### src/design/osc_switch_pkg.sv
// shared constants, types and mode decoders for the system clock switch
package osc_switch_pkg;

	// register map, byte addresses on the apb bus
	localparam logic [11:0] ADDR_OSC_CONTROL = 12'h000;
	localparam logic [11:0] ADDR_OSC_STATUS = 12'h004;
	localparam logic [7:0] OSC_CONTROL_RESET = 8'h00;
	localparam int unsigned SELECT_BIT = 0;

	// timing: bus clock rate, start-up and lock figures
	localparam int unsigned PCLK_MHZ = 100;
	localparam int unsigned STARTUP_EDGES = 1024;
	localparam int unsigned SYNC_EDGES = 8;
	localparam int unsigned CLKOUT_DIV = 4;
	localparam int unsigned PLL_MULT = 4;
	localparam int unsigned LOCK_TIME_US = 2000;
	localparam int unsigned LOCK_CYCLES = LOCK_TIME_US * PCLK_MHZ;

	// oscillator mode field, encoding fixed at programming time
	typedef enum logic [2:0] {
		low_power_crystal_mode = 3'h0,
		standard_crystal_mode = 3'h1,
		high_speed_crystal_mode = 3'h2,
		high_speed_pll_mode = 3'h3,
		resistor_capacitor_mode = 3'h4,
		resistor_capacitor_io_mode = 3'h5,
		external_clock_mode = 3'h6,
		external_clock_io_mode = 3'h7
	} osc_mode_t;

	// status word as seen by software
	typedef struct packed {
		logic pll_enable;
		logic exec_ready;
		logic frozen;
		logic on_secondary;
		logic switch_en_n;
		osc_mode_t mode;
	} osc_status_t;

	// crystal style modes need the start-up timer
	function automatic logic needs_startup(input osc_mode_t m);
		needs_startup = (m == low_power_crystal_mode) || (m == standard_crystal_mode) ||
			(m == high_speed_crystal_mode) || (m == high_speed_pll_mode);
	endfunction : needs_startup

	function automatic logic is_pll(input osc_mode_t m);
		is_pll = (m == high_speed_pll_mode);
	endfunction : is_pll

	// modes that drive the divided clock onto the second pin
	function automatic logic has_clkout(input osc_mode_t m);
		has_clkout = (m == resistor_capacitor_mode) || (m == external_clock_mode);
	endfunction : has_clkout

	// modes that hand the second pin to port a bit six
	function automatic logic has_gpio(input osc_mode_t m);
		has_gpio = (m == resistor_capacitor_io_mode) || (m == external_clock_io_mode);
	endfunction : has_gpio

endpackage : osc_switch_pkg

### src/design/edge_sync.sv
// two-flop synchroniser with rising edge pulse for a pin or foreign clock
`timescale 1ns/10ps
module edge_sync
(
	input wire logic pclk,
	input wire logic presetn,
	input wire logic pin,
	output logic level,
	output logic rise
);
	import osc_switch_pkg::*;

	typedef struct packed {
		logic s1;
		logic s2;
		logic s3;
	} sync_state_t;

	sync_state_t q_r;
	sync_state_t q_nxt;

	// first stage feeds only the second stage
	always_comb
	begin
		q_nxt = q_r;
		q_nxt.s1 = pin;
		q_nxt.s2 = q_r.s1;
		q_nxt.s3 = q_r.s2;
	end

	always_ff @(posedge pclk or negedge presetn)
	begin
		if (!presetn)
			q_r <= '0;
		else
			q_r <= q_nxt;
	end

	assign level = q_r.s2;
	assign rise = q_r.s2 & ~q_r.s3;

endmodule : edge_sync

### src/design/osc_clock_switch.sv
// system clock source selection, switching and start-up sequencing
`timescale 1ns/10ps
module osc_clock_switch
#(
	parameter int unsigned LOCK_CYCLES = osc_switch_pkg::LOCK_CYCLES,
	parameter int unsigned PERIOD_WIDTH = 20
)
(
	input wire logic pclk,
	input wire logic presetn,
	input wire logic [11:0] paddr,
	input wire logic psel,
	input wire logic penable,
	input wire logic pwrite,
	input wire logic [31:0] pwdata,
	input wire logic [3:0] pstrb,
	output logic [31:0] prdata,
	output logic pready,
	output logic pslverr,
	input wire osc_switch_pkg::osc_mode_t osc_mode_cfg,
	input wire logic clock_switch_enable_n,
	input wire logic secondary_osc_enable,
	input wire logic osc_in_pin,
	input wire logic secondary_osc_pin,
	input wire logic osc_out_pin_i,
	output logic osc_out_pin_o,
	output logic osc_out_pin_oe,
	input wire logic port_a_bit_six_out,
	input wire logic port_a_bit_six_oe,
	output logic port_a_bit_six_in,
	output logic cpu_clk_en,
	output logic cpu_frozen,
	output logic exec_ready,
	output logic pll_enable,
	output logic sys_clk_secondary
);
	import osc_switch_pkg::*;

	localparam int unsigned LW = $clog2(LOCK_CYCLES + 1);

	// one-hot sequencer states
	typedef enum logic [7:0] {
		S_CFG = 8'b0000_0001,
		S_STARTUP = 8'b0000_0010,
		S_LOCK = 8'b0000_0100,
		S_RUN_PRI = 8'b0000_1000,
		S_WAIT_FIRST = 8'b0001_0000,
		S_SYNC_SEC = 8'b0010_0000,
		S_RUN_SEC = 8'b0100_0000,
		S_SYNC_PRI = 8'b1000_0000
	} seq_state_t;

	typedef struct packed {
		seq_state_t st;
		osc_mode_t mode;
		logic sw_en_n;
		logic clk_sel;
		logic back;
		logic [10:0] startup_cnt;
		logic [LW-1:0] lock_cnt;
		logic [3:0] sync_cnt;
		logic [1:0] q_phase;
		logic div_half;
		logic div_out;
		logic clk_en;
		logic ready;
		logic [7:0] rdata;
		logic err;
	} state_t;

	state_t q_r;
	state_t q_nxt;

	logic pri_level;
	logic pri_rise;
	logic sec_rise;
	logic gpio_level;
	logic pll_tick;
	logic pri_tick;
	logic pll_on;
	logic switch_ok;
	logic setup;
	logic access;
	logic hit_ctrl;
	logic hit_stat;
	osc_status_t status;

	// primary and secondary oscillators are sampled, never used as clocks
	edge_sync u_pri_sync
	(
		.pclk(pclk),
		.presetn(presetn),
		.pin(osc_in_pin),
		.level(pri_level),
		.rise(pri_rise)
	);

	edge_sync u_sec_sync
	(
		.pclk(pclk),
		.presetn(presetn),
		.pin(secondary_osc_pin),
		.level(),
		.rise(sec_rise)
	);

	// port a bit six input path through the pin pad
	edge_sync u_gpio_sync
	(
		.pclk(pclk),
		.presetn(presetn),
		.pin(osc_out_pin_i),
		.level(gpio_level),
		.rise()
	);

	// four ticks per crystal period stand in for the multiplied clock
	quad_tick #(
		.MULT(PLL_MULT),
		.WIDTH(PERIOD_WIDTH)
	) u_pll
	(
		.pclk(pclk),
		.presetn(presetn),
		.rise(pri_rise & pll_on),
		.tick(pll_tick)
	);

	// mode decode, only valid once the fuses have been captured
	assign pll_on = is_pll(q_r.mode) && (q_r.st != S_CFG);
	assign pri_tick = pll_on ? pll_tick : pri_rise;
	assign switch_ok = !q_r.sw_en_n && secondary_osc_enable;

	// apb phase and address decode
	assign setup = psel & ~penable;
	assign access = psel & penable;
	assign hit_ctrl = (paddr == ADDR_OSC_CONTROL);
	assign hit_stat = (paddr == ADDR_OSC_STATUS);

	// status word assembled from live state
	always_comb
	begin
		status.pll_enable = pll_on;
		status.exec_ready = q_r.ready;
		status.frozen = cpu_frozen;
		status.on_secondary = sys_clk_secondary;
		status.switch_en_n = q_r.sw_en_n;
		status.mode = q_r.mode;
	end

	// next state of the whole block
	always_comb
	begin
		q_nxt = q_r;
		q_nxt.clk_en = 1'b0;
		q_nxt.err = 1'b0;

		// read data latched in the setup cycle, so prdata comes from a flop
		if (setup)
		begin
			q_nxt.rdata = 8'h00;
			q_nxt.err = !(hit_ctrl || hit_stat);
			if (hit_ctrl)
				q_nxt.rdata = {7'h00, q_r.clk_sel};
			else if (hit_stat)
				q_nxt.rdata = status;
		end
		else
		begin
			q_nxt.err = q_r.err;
		end

		// select bit write, only bit zero of the low byte lane matters
		if (access && pwrite && hit_ctrl && pstrb[0])
			q_nxt.clk_sel = pwdata[SELECT_BIT] & switch_ok;
		// a disabled secondary or fuse keeps the bit cleared at all times
		if (!switch_ok)
			q_nxt.clk_sel = 1'b0;

		// divide-by-four clock output: toggle every second primary edge
		if (pri_rise)
		begin
			q_nxt.div_half = ~q_r.div_half;
			if (q_r.div_half)
				q_nxt.div_out = ~q_r.div_out;
		end

		unique case (q_r.st)
			// capture the programmed fuses once after reset release
			S_CFG:
			begin
				q_nxt.mode = osc_mode_cfg;
				q_nxt.sw_en_n = clock_switch_enable_n;
				q_nxt.back = 1'b0;
				q_nxt.startup_cnt = '0;
				q_nxt.lock_cnt = '0;
				if (needs_startup(osc_mode_cfg))
					q_nxt.st = S_STARTUP;
				else
				begin
					q_nxt.st = S_RUN_PRI;
					q_nxt.ready = 1'b1;
				end
			end
			// start-up timer counts raw input edges, not multiplied ones
			S_STARTUP:
			begin
				if (pri_rise)
				begin
					q_nxt.startup_cnt = q_r.startup_cnt + 1'b1;
					if (q_r.startup_cnt == 11'(STARTUP_EDGES - 1))
					begin
						q_nxt.startup_cnt = '0;
						q_nxt.lock_cnt = '0;
						q_nxt.sync_cnt = '0;
						if (is_pll(q_r.mode))
							q_nxt.st = S_LOCK;
						else if (q_r.back)
							q_nxt.st = S_SYNC_PRI;
						else
						begin
							q_nxt.st = S_RUN_PRI;
							q_nxt.ready = 1'b1;
						end
					end
				end
			end
			// lock wait in bus clock cycles, execution held meanwhile
			S_LOCK:
			begin
				q_nxt.lock_cnt = q_r.lock_cnt + 1'b1;
				if (q_r.lock_cnt == LW'(LOCK_CYCLES - 1))
				begin
					q_nxt.lock_cnt = '0;
					q_nxt.sync_cnt = '0;
					if (q_r.back)
						q_nxt.st = S_SYNC_PRI;
					else
					begin
						q_nxt.st = S_RUN_PRI;
						q_nxt.ready = 1'b1;
					end
				end
			end
			// running from primary, quarter phases advance on each tick
			S_RUN_PRI:
			begin
				q_nxt.back = 1'b0;
				if (pri_tick)
				begin
					q_nxt.clk_en = 1'b1;
					q_nxt.q_phase = q_r.q_phase + 1'b1;
				end
				if (q_r.clk_sel)
					q_nxt.st = S_WAIT_FIRST;
			end
			// keep clocking until the processor has just entered its first quarter
			S_WAIT_FIRST:
			begin
				if (pri_tick)
				begin
					q_nxt.clk_en = 1'b1;
					q_nxt.q_phase = q_r.q_phase + 1'b1;
					if (q_r.q_phase == 2'h3)
					begin
						q_nxt.st = S_SYNC_SEC;
						q_nxt.sync_cnt = '0;
					end
				end
				if (!q_r.clk_sel)
					q_nxt.st = S_RUN_PRI;
			end
			// eight secondary edges, then run; no extra delay afterwards
			S_SYNC_SEC:
			begin
				if (sec_rise)
				begin
					q_nxt.sync_cnt = q_r.sync_cnt + 1'b1;
					if (q_r.sync_cnt == 4'(SYNC_EDGES - 1))
						q_nxt.st = S_RUN_SEC;
				end
				// secondary lost mid-sync: primary never stopped, fall back
				if (!q_r.clk_sel)
					q_nxt.st = S_RUN_PRI;
			end
			// running from the secondary oscillator
			S_RUN_SEC:
			begin
				if (sec_rise)
				begin
					q_nxt.clk_en = 1'b1;
					q_nxt.q_phase = q_r.q_phase + 1'b1;
				end
				if (!q_r.clk_sel)
				begin
					q_nxt.back = 1'b1;
					q_nxt.sync_cnt = '0;
					q_nxt.startup_cnt = '0;
					if (needs_startup(q_r.mode))
						q_nxt.st = S_STARTUP;
					else
						q_nxt.st = S_SYNC_PRI;
				end
			end
			// eight ticks of the returning primary (multiplied ticks in pll mode) before it drives the core
			S_SYNC_PRI:
			begin
				if (pri_tick)
				begin
					q_nxt.sync_cnt = q_r.sync_cnt + 1'b1;
					if (q_r.sync_cnt == 4'(SYNC_EDGES - 1))
					begin
						q_nxt.st = S_RUN_PRI;
						q_nxt.back = 1'b0;
					end
				end
			end
			default:
			begin
				q_nxt.st = S_CFG;
			end
		endcase
	end

	// single register stage for all block state
	always_ff @(posedge pclk or negedge presetn)
	begin
		if (!presetn)
		begin
			q_r <= '0;
			q_r.st <= S_CFG;
			q_r.mode <= low_power_crystal_mode;
			q_r.sw_en_n <= 1'b1; // erased fuse: switching off until captured
			q_r.clk_sel <= OSC_CONTROL_RESET[SELECT_BIT];
		end
		else
		begin
			q_r <= q_nxt;
		end
	end

	// apb answer: zero wait states, error on unmapped addresses
	assign pready = access;
	assign pslverr = access & q_r.err;
	assign prdata = {24'h00_0000, q_r.rdata};

	// core clock gating and sequencer view
	assign cpu_clk_en = q_r.clk_en;
	assign cpu_frozen = !(q_r.st == S_RUN_PRI || q_r.st == S_WAIT_FIRST ||
		q_r.st == S_RUN_SEC);
	assign exec_ready = q_r.ready;
	assign pll_enable = pll_on;
	assign sys_clk_secondary = (q_r.st == S_RUN_SEC);

	// second oscillator pin: divided clock, port bit, or left to the crystal
	always_comb
	begin
		osc_out_pin_o = 1'b0;
		osc_out_pin_oe = 1'b0;
		port_a_bit_six_in = 1'b0;
		if (q_r.st != S_CFG && has_clkout(q_r.mode))
		begin
			osc_out_pin_o = q_r.div_out;
			osc_out_pin_oe = 1'b1;
		end
		else if (q_r.st != S_CFG && has_gpio(q_r.mode))
		begin
			osc_out_pin_o = port_a_bit_six_out;
			osc_out_pin_oe = port_a_bit_six_oe;
			port_a_bit_six_in = gpio_level;
		end
	end

	// pri_level has no consumer and is only tied off to unused_level
	logic unused_level;
	assign unused_level = pri_level;

endmodule : osc_clock_switch

### src/design/quad_tick.sv
// frequency multiplier: spreads several ticks evenly over each input period
`timescale 1ns/10ps
module quad_tick
#(
	parameter int unsigned MULT = 4,
	parameter int unsigned WIDTH = 20
)
(
	input wire logic pclk,
	input wire logic presetn,
	input wire logic rise,
	output logic tick
);
	import osc_switch_pkg::*;

	typedef struct packed {
		logic [WIDTH-1:0] period;
		logic [WIDTH-1:0] step;
		logic [WIDTH-1:0] sub;
		logic [3:0] left;
		logic tick;
	} mult_state_t;

	mult_state_t q_r;
	mult_state_t q_nxt;

	// measures the last period, then emits a tick every period/MULT cycles
	always_comb
	begin
		q_nxt = q_r;
		q_nxt.tick = 1'b0;
		q_nxt.period = q_r.period + 1'b1;
		q_nxt.sub = q_r.sub + 1'b1;
		if (rise)
		begin
			q_nxt.period = '0;
			q_nxt.step = WIDTH'(q_r.period / MULT);
			q_nxt.sub = '0;
			q_nxt.left = 4'(MULT - 1);
			q_nxt.tick = 1'b1;
		end
		else if (q_r.left != 4'h0 && q_r.sub >= q_r.step)
		begin
			q_nxt.sub = '0;
			q_nxt.left = q_r.left - 1'b1;
			q_nxt.tick = 1'b1;
		end
	end

	always_ff @(posedge pclk or negedge presetn)
	begin
		if (!presetn)
			q_r <= '0;
		else
			q_r <= q_nxt;
	end

	assign tick = q_r.tick;

endmodule : quad_tick

### config.mk
export PLATFORM = sky130hd
export DESIGN_NAME = osc_clock_switch
export DESIGN_NICKNAME = d
export VERILOG_FILES = /design/src/design/osc_switch_pkg.sv /design/src/design/edge_sync.sv /design/src/design/osc_clock_switch.sv /design/src/design/quad_tick.sv
export SDC_FILE = /design/constraint.sdc
export NUM_CORES = 1
export LEC_CHECK = 0
export BUFFER_PORTS_ARGS = -buffer_cell sky130_fd_sc_hd__buf_4
export CELL_PAD_IN_SITES_DETAIL_PLACEMENT = 0
export CELL_PAD_IN_SITES_GLOBAL_PLACEMENT = 1
export CORE_MARGIN = 4
export CORE_UTILIZATION = 40
export DETAILED_ROUTE_END_ITERATION = 7
export GPL_TIMING_DRIVEN = 0
export PLACE_DENSITY_LB_ADDON = 0.12
export RECOVER_POWER = 25
export SLEW_MARGIN = 10
export SYNTH_ARGS = -nofsm -noshare
export SYNTH_HDL_FRONTEND = slang
export SYNTH_SLANG_ARGS = --single-unit
### constraint.sdc
create_clock -name pclk -period 3.2 [get_ports pclk]
set_input_delay 0.32 -clock pclk [delete_from_list [all_inputs] [get_ports pclk]]
set_output_delay 0.32 -clock pclk [all_outputs]
set_load 0.02 [all_outputs]
==> flow_summary_export.csv, run 1 <==
group,metric,value,unit
status,status,"complete, but fails checks",
status,failed_checks,"capacitance limit, slew limit",
critical_path,worstSetupStartpointType,"flip-flop",
timing,final.setup.tns,0,ns
cells_and_area,drive_above_1_share,0.153,
placement,numPortBuffers,46,
pwr,ir_drop,0.402,mV
timing,hold_viol_final,0,
clock_network,cts_max_level,4,
timing,min_period,2.99,ns
job,maxCapViolations,1,
cells_and_area,diodes,0,
synth,dominantRegCellSynth,"dfrtp_1",
synth,async_flop_share,1.00,
floorplanning,rows,48,
timing,setup_violations,0,
timing,holdWs,0.101,ns
pwr,power_density,662,mW/mm²
critical_path,crit_required,2.88,ns
drt,ant_nets,0,
synth,syn_area_per_cell,9.46,µm²
global_route,grt_start_max_net_pins,76,
pwr,static-leakage-power,3.91,nW
synth,synth_seq_cells,133,
floorplanning,die-width,141,µm
placement,routabilityCongestion,0.784,
drt,drt_iter0_drc,309,
clock_network,clk_pin_slew,0.06,ns
critical_path,crit_type,"reg2out",
cells_and_area,nNetsFinal,933,
timing,drv_slew,59,
synth,netlist.area_leader.share,0.461,
clock_network,post-cts-setup-buffers,0,
cells_and_area,syn_to_final_growth,19.5,%
drt,wl_per_cell,15.0,µm
critical_path,arrival,2.67,ns
clock_network,cts_buffer_depth,2,
clock_network,cts.root.buffer_cell,"clkbuf_16",
synth,ys_types,67,
synth,syn_area,0.00711,mm²
global_route,track_usage,0.169,
drt,firstDrtPassIters,5,
floorplanning,ios,105,
floorplanning,start_util,0.410,
drt,vias_per_cell,5.18,
global_route,grt.overflow.total,0,
floorplanning,die_h,141,µm
floorplanning,dieArea,0.0200,mm²
critical_path,cp_max_fo,10,
global_route,grt_antenna_before_repair,0,
clock_network,cts_tree,"built",
drt,drc,0,
placement,dp_slack,0.101,ns
cells_and_area,final_util,0.490,
placement,hpwl,11.8,mm
drt,wl,16.3,mm
synth,synthCells,752,
timing,fin_worst_skew,0.00835,ns
synth,seq_area_frac_synth,0.468,
clock_network,cts.sinks,133,
timing,worst_slew_pin_slew,1.51,ns
timing,rsz0062_at_grt,"no",
worst_hold_path,min_path_type,"in2reg",
timing,finalCritPeriodShare,0.934,
global_route,first_global_vias,5674,
clock_network,cts_buffers,17,
timing,layout_setup_ws,0.212,ns
floorplanning,coreArea,0.0174,mm²
drt,routed-via-count,5605,
critical_path,end_kind,"output pin",
synth,synth_area_leaders,"dfrtp_1 46%, o21ai_0 4.9%, ha_1 4.4%",
timing,fmax,335,MHz
clock_network,clock_latency,0.41,ns
synth,synth_edf_count,0,
global_route,grt_pass1_wl,27.6,mm
timing,relSlewSlack,-0.00629,
synth,yosys.area.top_type,"dfrtp_1",
synth,synth_warnings,0,
[final timing paths]
kind,from,to,slack (ns),depth (start not counted)
setup / recovery,q_r[58]$_DFFE_PN0P_,cpu_frozen,0.21,6
hold / removal,clock_switch_enable_n,q_r[50]$_DFFE_PN1P_,0.10,3
setup reg to reg,u_pll.q_r[5]$_DFF_PN0_,u_pll.q_r[20]$_DFF_PN0_,0.28,9
hold reg to reg,u_pri_sync.q_nxt[1]$_DFF_PN0_,u_pri_sync.level$_DFF_PN0_,0.35,0
max in group asynchronous,presetn,u_pll.q_r[61]$_DFF_PN0_,1.35,3
min in group asynchronous,presetn,q_r[40]$_DFFE_PN0P_,0.82,2
[stage by stage]
step                power [mW]  std cells  cell area [µm²]
finish                    5.63       1083             8500
detailed placement        3.65       1047             7860
CTS                       5.69       1082             8500
global route              5.99       1083             8500
floorplan                 3.13        775             7200
global placement          3.59       1046             7830
[sequential cells by signal, indices dropped and copies added (netlist names)]
signal             flops
cpu_clk_en             1
exec_ready             1
prdata                 8
q_r                   52
u_gpio_sync.level      1
u_gpio_sync.q_nxt      1
u_pll.q_r             62
u_pll.tick             1
u_pri_sync.level       1
u_pri_sync.q_nxt       1
u_pri_sync.q_r         1
u_sec_sync.level       1
u_sec_sync.q_nxt       1
u_sec_sync.q_r         1
[cell families after synthesis]
kind of cell | share of synthesized area
xor+xnor | 0.0517
fa+ha+maj | 0.0440
other cells | 0.000527
mux | 0.0167
flops | 0.468
simple gates | 0.222
buf+inv | 0.0660
compound gates | 0.131
[cell type report]
| type | count | area (µm²) |
|---|---|---|
| buffer | 59 | 357 |
| clock buffer | 20 | 457 |
| clock inverter | 12 | 153 |
| fill | 1648 | 8860 |
| inverter | 30 | 113 |
| multi-input combinational | 553 | 3410 |
| sequential | 133 | 3330 |
| tap | 225 | 282 |
| timing repair buffer | 51 | 403 |
[synthesized netlist by cell type (6+ instances only)]
library cell	n
o21ai_0	69
nor4_1	7
and2_1	10
xnor2_1	10
xor2_1	32
and3_1	18
buf_4	32
dfrtp_1	131
nand4_1	12
a21oi_1	12
nor3_1	12
clkbuf_1	17
nor2b_1	10
mux2i_1	7
nand3_1	40
nand2_1	77
o31ai_1	15
inv_1	30
nor2_1	72
a22o_1	8
a21o_1	6
nand2b_1	13
ha_1	25
[placed cells by master (no fill, tap or decap), types with 4 or more instances in the layout]
cell / instances
a21o_1: 6
a21oi_1: 12
a22o_1: 8
and2_1: 10
and3_1: 18
and4_1: 5
buf_2: 5
buf_4: 71
clkbuf_1: 20
clkbuf_16: 17
clkbuf_4: 4
clkinvlp_4: 4
conb_1: 24
dfrtp_1: 131
dlygate4sd3_1: 4
ha_1: 25
inv_1: 30
mux2i_1: 7
nand2_1: 77
nand2b_1: 13
nand3_1: 40
nand3b_1: 4
nand4_1: 12
nor2_1: 72
nor2b_1: 10
nor3_1: 12
nor4_1: 7
nor4b_1: 4
o21a_1: 4
o21ai_0: 69
o31ai_1: 15
or3_1: 5
or4_1: 5
xnor2_1: 10
xor2_1: 32
[power breakdown]
| part | leakage [nW] | switching (mW) | internal (mW) |
|---|---|---|---|
| Clock | 0.288 | 0.751 | 1.27 |
| Combinational | 1.85 | 0.972 | 0.548 |
| Sequential | 1.78 | 0.192 | 1.90 |
| Total | 3.91 | 1.92 | 3.71 |
[worst max-delay path, cell delays in order (launching register included)]
cell     delay [ns]
dfrtp_1        0.42
buf_2          0.20
or4_1          0.57
or4_1          0.60
nand2_1        0.20
nor2_1         0.09
buf_4          0.17
[routing by layer]
layer	share of wire	global-route usage	routed length [µm]	vias to the layer above
li1	-	-	-	2766
met3	0.041	0.0431	665	20
met1	0.45	0.212	7330	2719
met2	0.49	0.289	8040	100
met5	0	0	0	-
met4	0.013	0.0474	217	0
[what timing repair did]
item                       CTS  global route
setup endpoints to repair    0            20
hold endpoints to repair    58             1
resized for setup            0             1
hold buffers                 3             1
Power figures use the tool's default switching activity.
==> inputs of run 2 (changes only) <==
==> constraint.sdc (replaced) <==
create_clock -name pclk -period 3.2 [get_ports pclk]
set_input_delay 0 -clock pclk [delete_from_list [all_inputs] [get_ports pclk]]
set_output_delay 0 -clock pclk [all_outputs]
set_load 0.02 [all_outputs]
==> flow_summary_export.csv, run 2 (synthesis gave the netlist of run 1 again) <==
group,metric,value,unit
critical_path,crit_chain,"inv_1 -> ha_1 -> nand2b_1 -> a2111oi_0 -> o31ai_1 -> a211oi_4 -> o21ai_0 -> clkbuf_1 -> nor2_1",
cells_and_area,nNetsFinal,941,
floorplanning,die_h,141,µm
cells_and_area,top_register,"u_pll.q_r",
drt,firstDrtPassIters,5,
critical_path,worstSetupStartpointType,"flip-flop",
pwr,static-leakage-power,3.94,nW
floorplanning,rows,48,
placement,numPortBuffers,46,
pwr,ir_drop,0.401,mV
critical_path,crit_required,3.54,ns
timing,final.setup.tns,0,ns
worst_hold_path,min_path_type,"in2reg",
critical_path,r2r_cells,9,
timing,fmax,342,MHz
placement,hpwl,11.8,mm
floorplanning,start_util,0.410,
clock_network,cts.sinks,133,
critical_path,startpoint,"u_pll.q_r[5]$_DFF_PN0_",
global_route,grt_pass1_wl,27.7,mm
cells_and_area,fillCellCount,1641,
timing,finalCritPeriodShare,0.913,
clock_network,clk_pin_slew,0.06,ns
cells_and_area,syn_to_final_growth,20.4,%
global_route,track_usage,0.170,
timing,fin_worst_skew,0.00873,ns
floorplanning,die-width,141,µm
critical_path,max_stage_delay,0.50,ns
critical_path,cp_max_fo,10,
critical_path,slowest_stage,"a2111oi_0",
critical_path,end_kind,"flip-flop",
clock_network,cts_buffers,17,
critical_path,r2r_slack,0.28,ns
job,maxCapViolations,0,
critical_path,crit_type,"reg2reg",
timing,relSlewSlack,0.0348,
global_route,grt.overflow.total,0,
timing,min_period,2.92,ns
cells_and_area,layout_common_cells,"131 x dfrtp_1, 77 x nand2_1, 72 x nor2_1, 72 x buf_4, 69 x o21ai_0",
clock_network,cts_max_level,4,
drt,ant_nets,0,
drt,vias_per_cell,5.17,
timing,hold_viol_final,0,
timing,worst_slew_pin_slew,1.45,ns
drt,drt_iter0_drc,305,
worst_hold_path,min_from,"paddr[4]",
clock_network,clock_latency,0.41,ns
clock_network,cts.root.buffer_cell,"clkbuf_16",
global_route,grt_antenna_before_repair,0,
clock_network,cts_tree,"built",
drt,drc,0,
timing,rsz0062_at_grt,"no",
critical_path,r2r_start,"u_pll.q_r[5]$_DFF_PN0_",
status,status,"complete, no violations",
clock_network,cts_buffer_depth,2,
placement,routabilityCongestion,0.784,
global_route,grt_start_max_net_pins,76,
cells_and_area,diodes,0,
floorplanning,ios,105,
critical_path,rr_endpoint,"u_pll.q_r[20]$_DFF_PN0_",
timing,setup_violations,0,
worst_hold_path,hold_depth,4,
pwr,power_density,658,mW/mm²
floorplanning,dieArea,0.0200,mm²
floorplanning,coreArea,0.0174,mm²
cells_and_area,layout_commonest_cell,"dfrtp_1",
timing,holdWs,0.0277,ns
cells_and_area,largest_reg_flops,62,
timing,drv_slew,0,
global_route,first_global_vias,5695,
drt,wl_per_cell,15.0,µm
cells_and_area,drive_above_1_share,0.151,
critical_path,arrival,3.26,ns
drt,wl,16.4,mm
worst_hold_path,hold_end,"q_r[0]$_DFFE_PN0P_",
drt,routed-via-count,5642,
run 2: cell types whose count changed in the layout (fill, tap and decap cells not counted), sizes merged:
cell         before  now
dlygate4sd3       4   12
run 2: worst max path at each step:
stage / end
after floorplan: q_r[15]$_DFFE_PN0P_
after global placement: u_pll.q_r[22]$_DFF_PN0_
after detailed placement: u_pll.q_r[21]$_DFF_PN0_
after CTS: u_pll.q_r[21]$_DFF_PN0_
after global routing: u_pll.q_r[18]$_DFF_PN0_
final: u_pll.q_r[20]$_DFF_PN0_
run 2: what timing repair did:
action,CTS,global route
resized for setup,0,1
setup endpoints to repair,0,20
setup buffers,0,0
hold buffers,12,0
endpoints found under the hold margin,69,0
run 2: metrics by stage:
stage / std cells / setup WS, ns / util / total power, mW / cell area [µm²]
after floorplan: 775 / 0.764 / - / 3.13 / 7200
after global placement: 1046 / 0.186 / 0.451 / 3.59 / 7830
after detailed placement: 1047 / 0.101 / 0.453 / 3.65 / 7860
after CTS: 1091 / 0.0783 / 0.495 / 5.70 / 8590
after global routing: 1091 / 0.0332 / 0.493 / 5.99 / 8560
final: 1091 / 0.279 / 0.493 / 5.64 / 8560
run 2: critical path: cells and delay by family, from the launching register on:
family	cells	cell delay, ns
DFF	1	0.46
and+or+nand+nor	2	0.30
AOI/OAI and AO/OA	4	1.42
adders and majority gates	1	0.28
buffers and inverters	2	0.39
run 2: layout make-up:
class / count / area, µm² / area share
multi-input cells: 553 / 3410 / 0.398
clock buffers: 20 / 457 / 0.0533
plain buffers: 59 / 357 / 0.0417
inverters: 30 / 113 / 0.0132
repair buffers: 59 / 463 / 0.0541
well taps: 225 / 282 / 0.0329
flip-flops and latches: 133 / 3330 / 0.389
clock inverters: 12 / 153 / 0.0178
run 2: layer usage:
| metal | share of wire | wire length [µm] | GRT usage |
|---|---|---|---|
| met5 | 0 | 0 | 0 |
| met4 | 0.013 | 205 | 0.0474 |
| met3 | 0.042 | 687 | 0.0425 |
| met2 | 0.50 | 8140 | 0.291 |
| met1 | 0.45 | 7320 | 0.213 |
run 2: power breakdown:
part / total [mW] / leakage (nW) / internal [mW] / switching, mW
Clock: 2.02 / 0.288 / 1.27 / 0.753
Combinational: 1.52 / 1.88 / 0.550 / 0.974
Sequential: 2.09 / 1.78 / 1.90 / 0.192
Total: 5.64 / 3.94 / 3.72 / 1.92
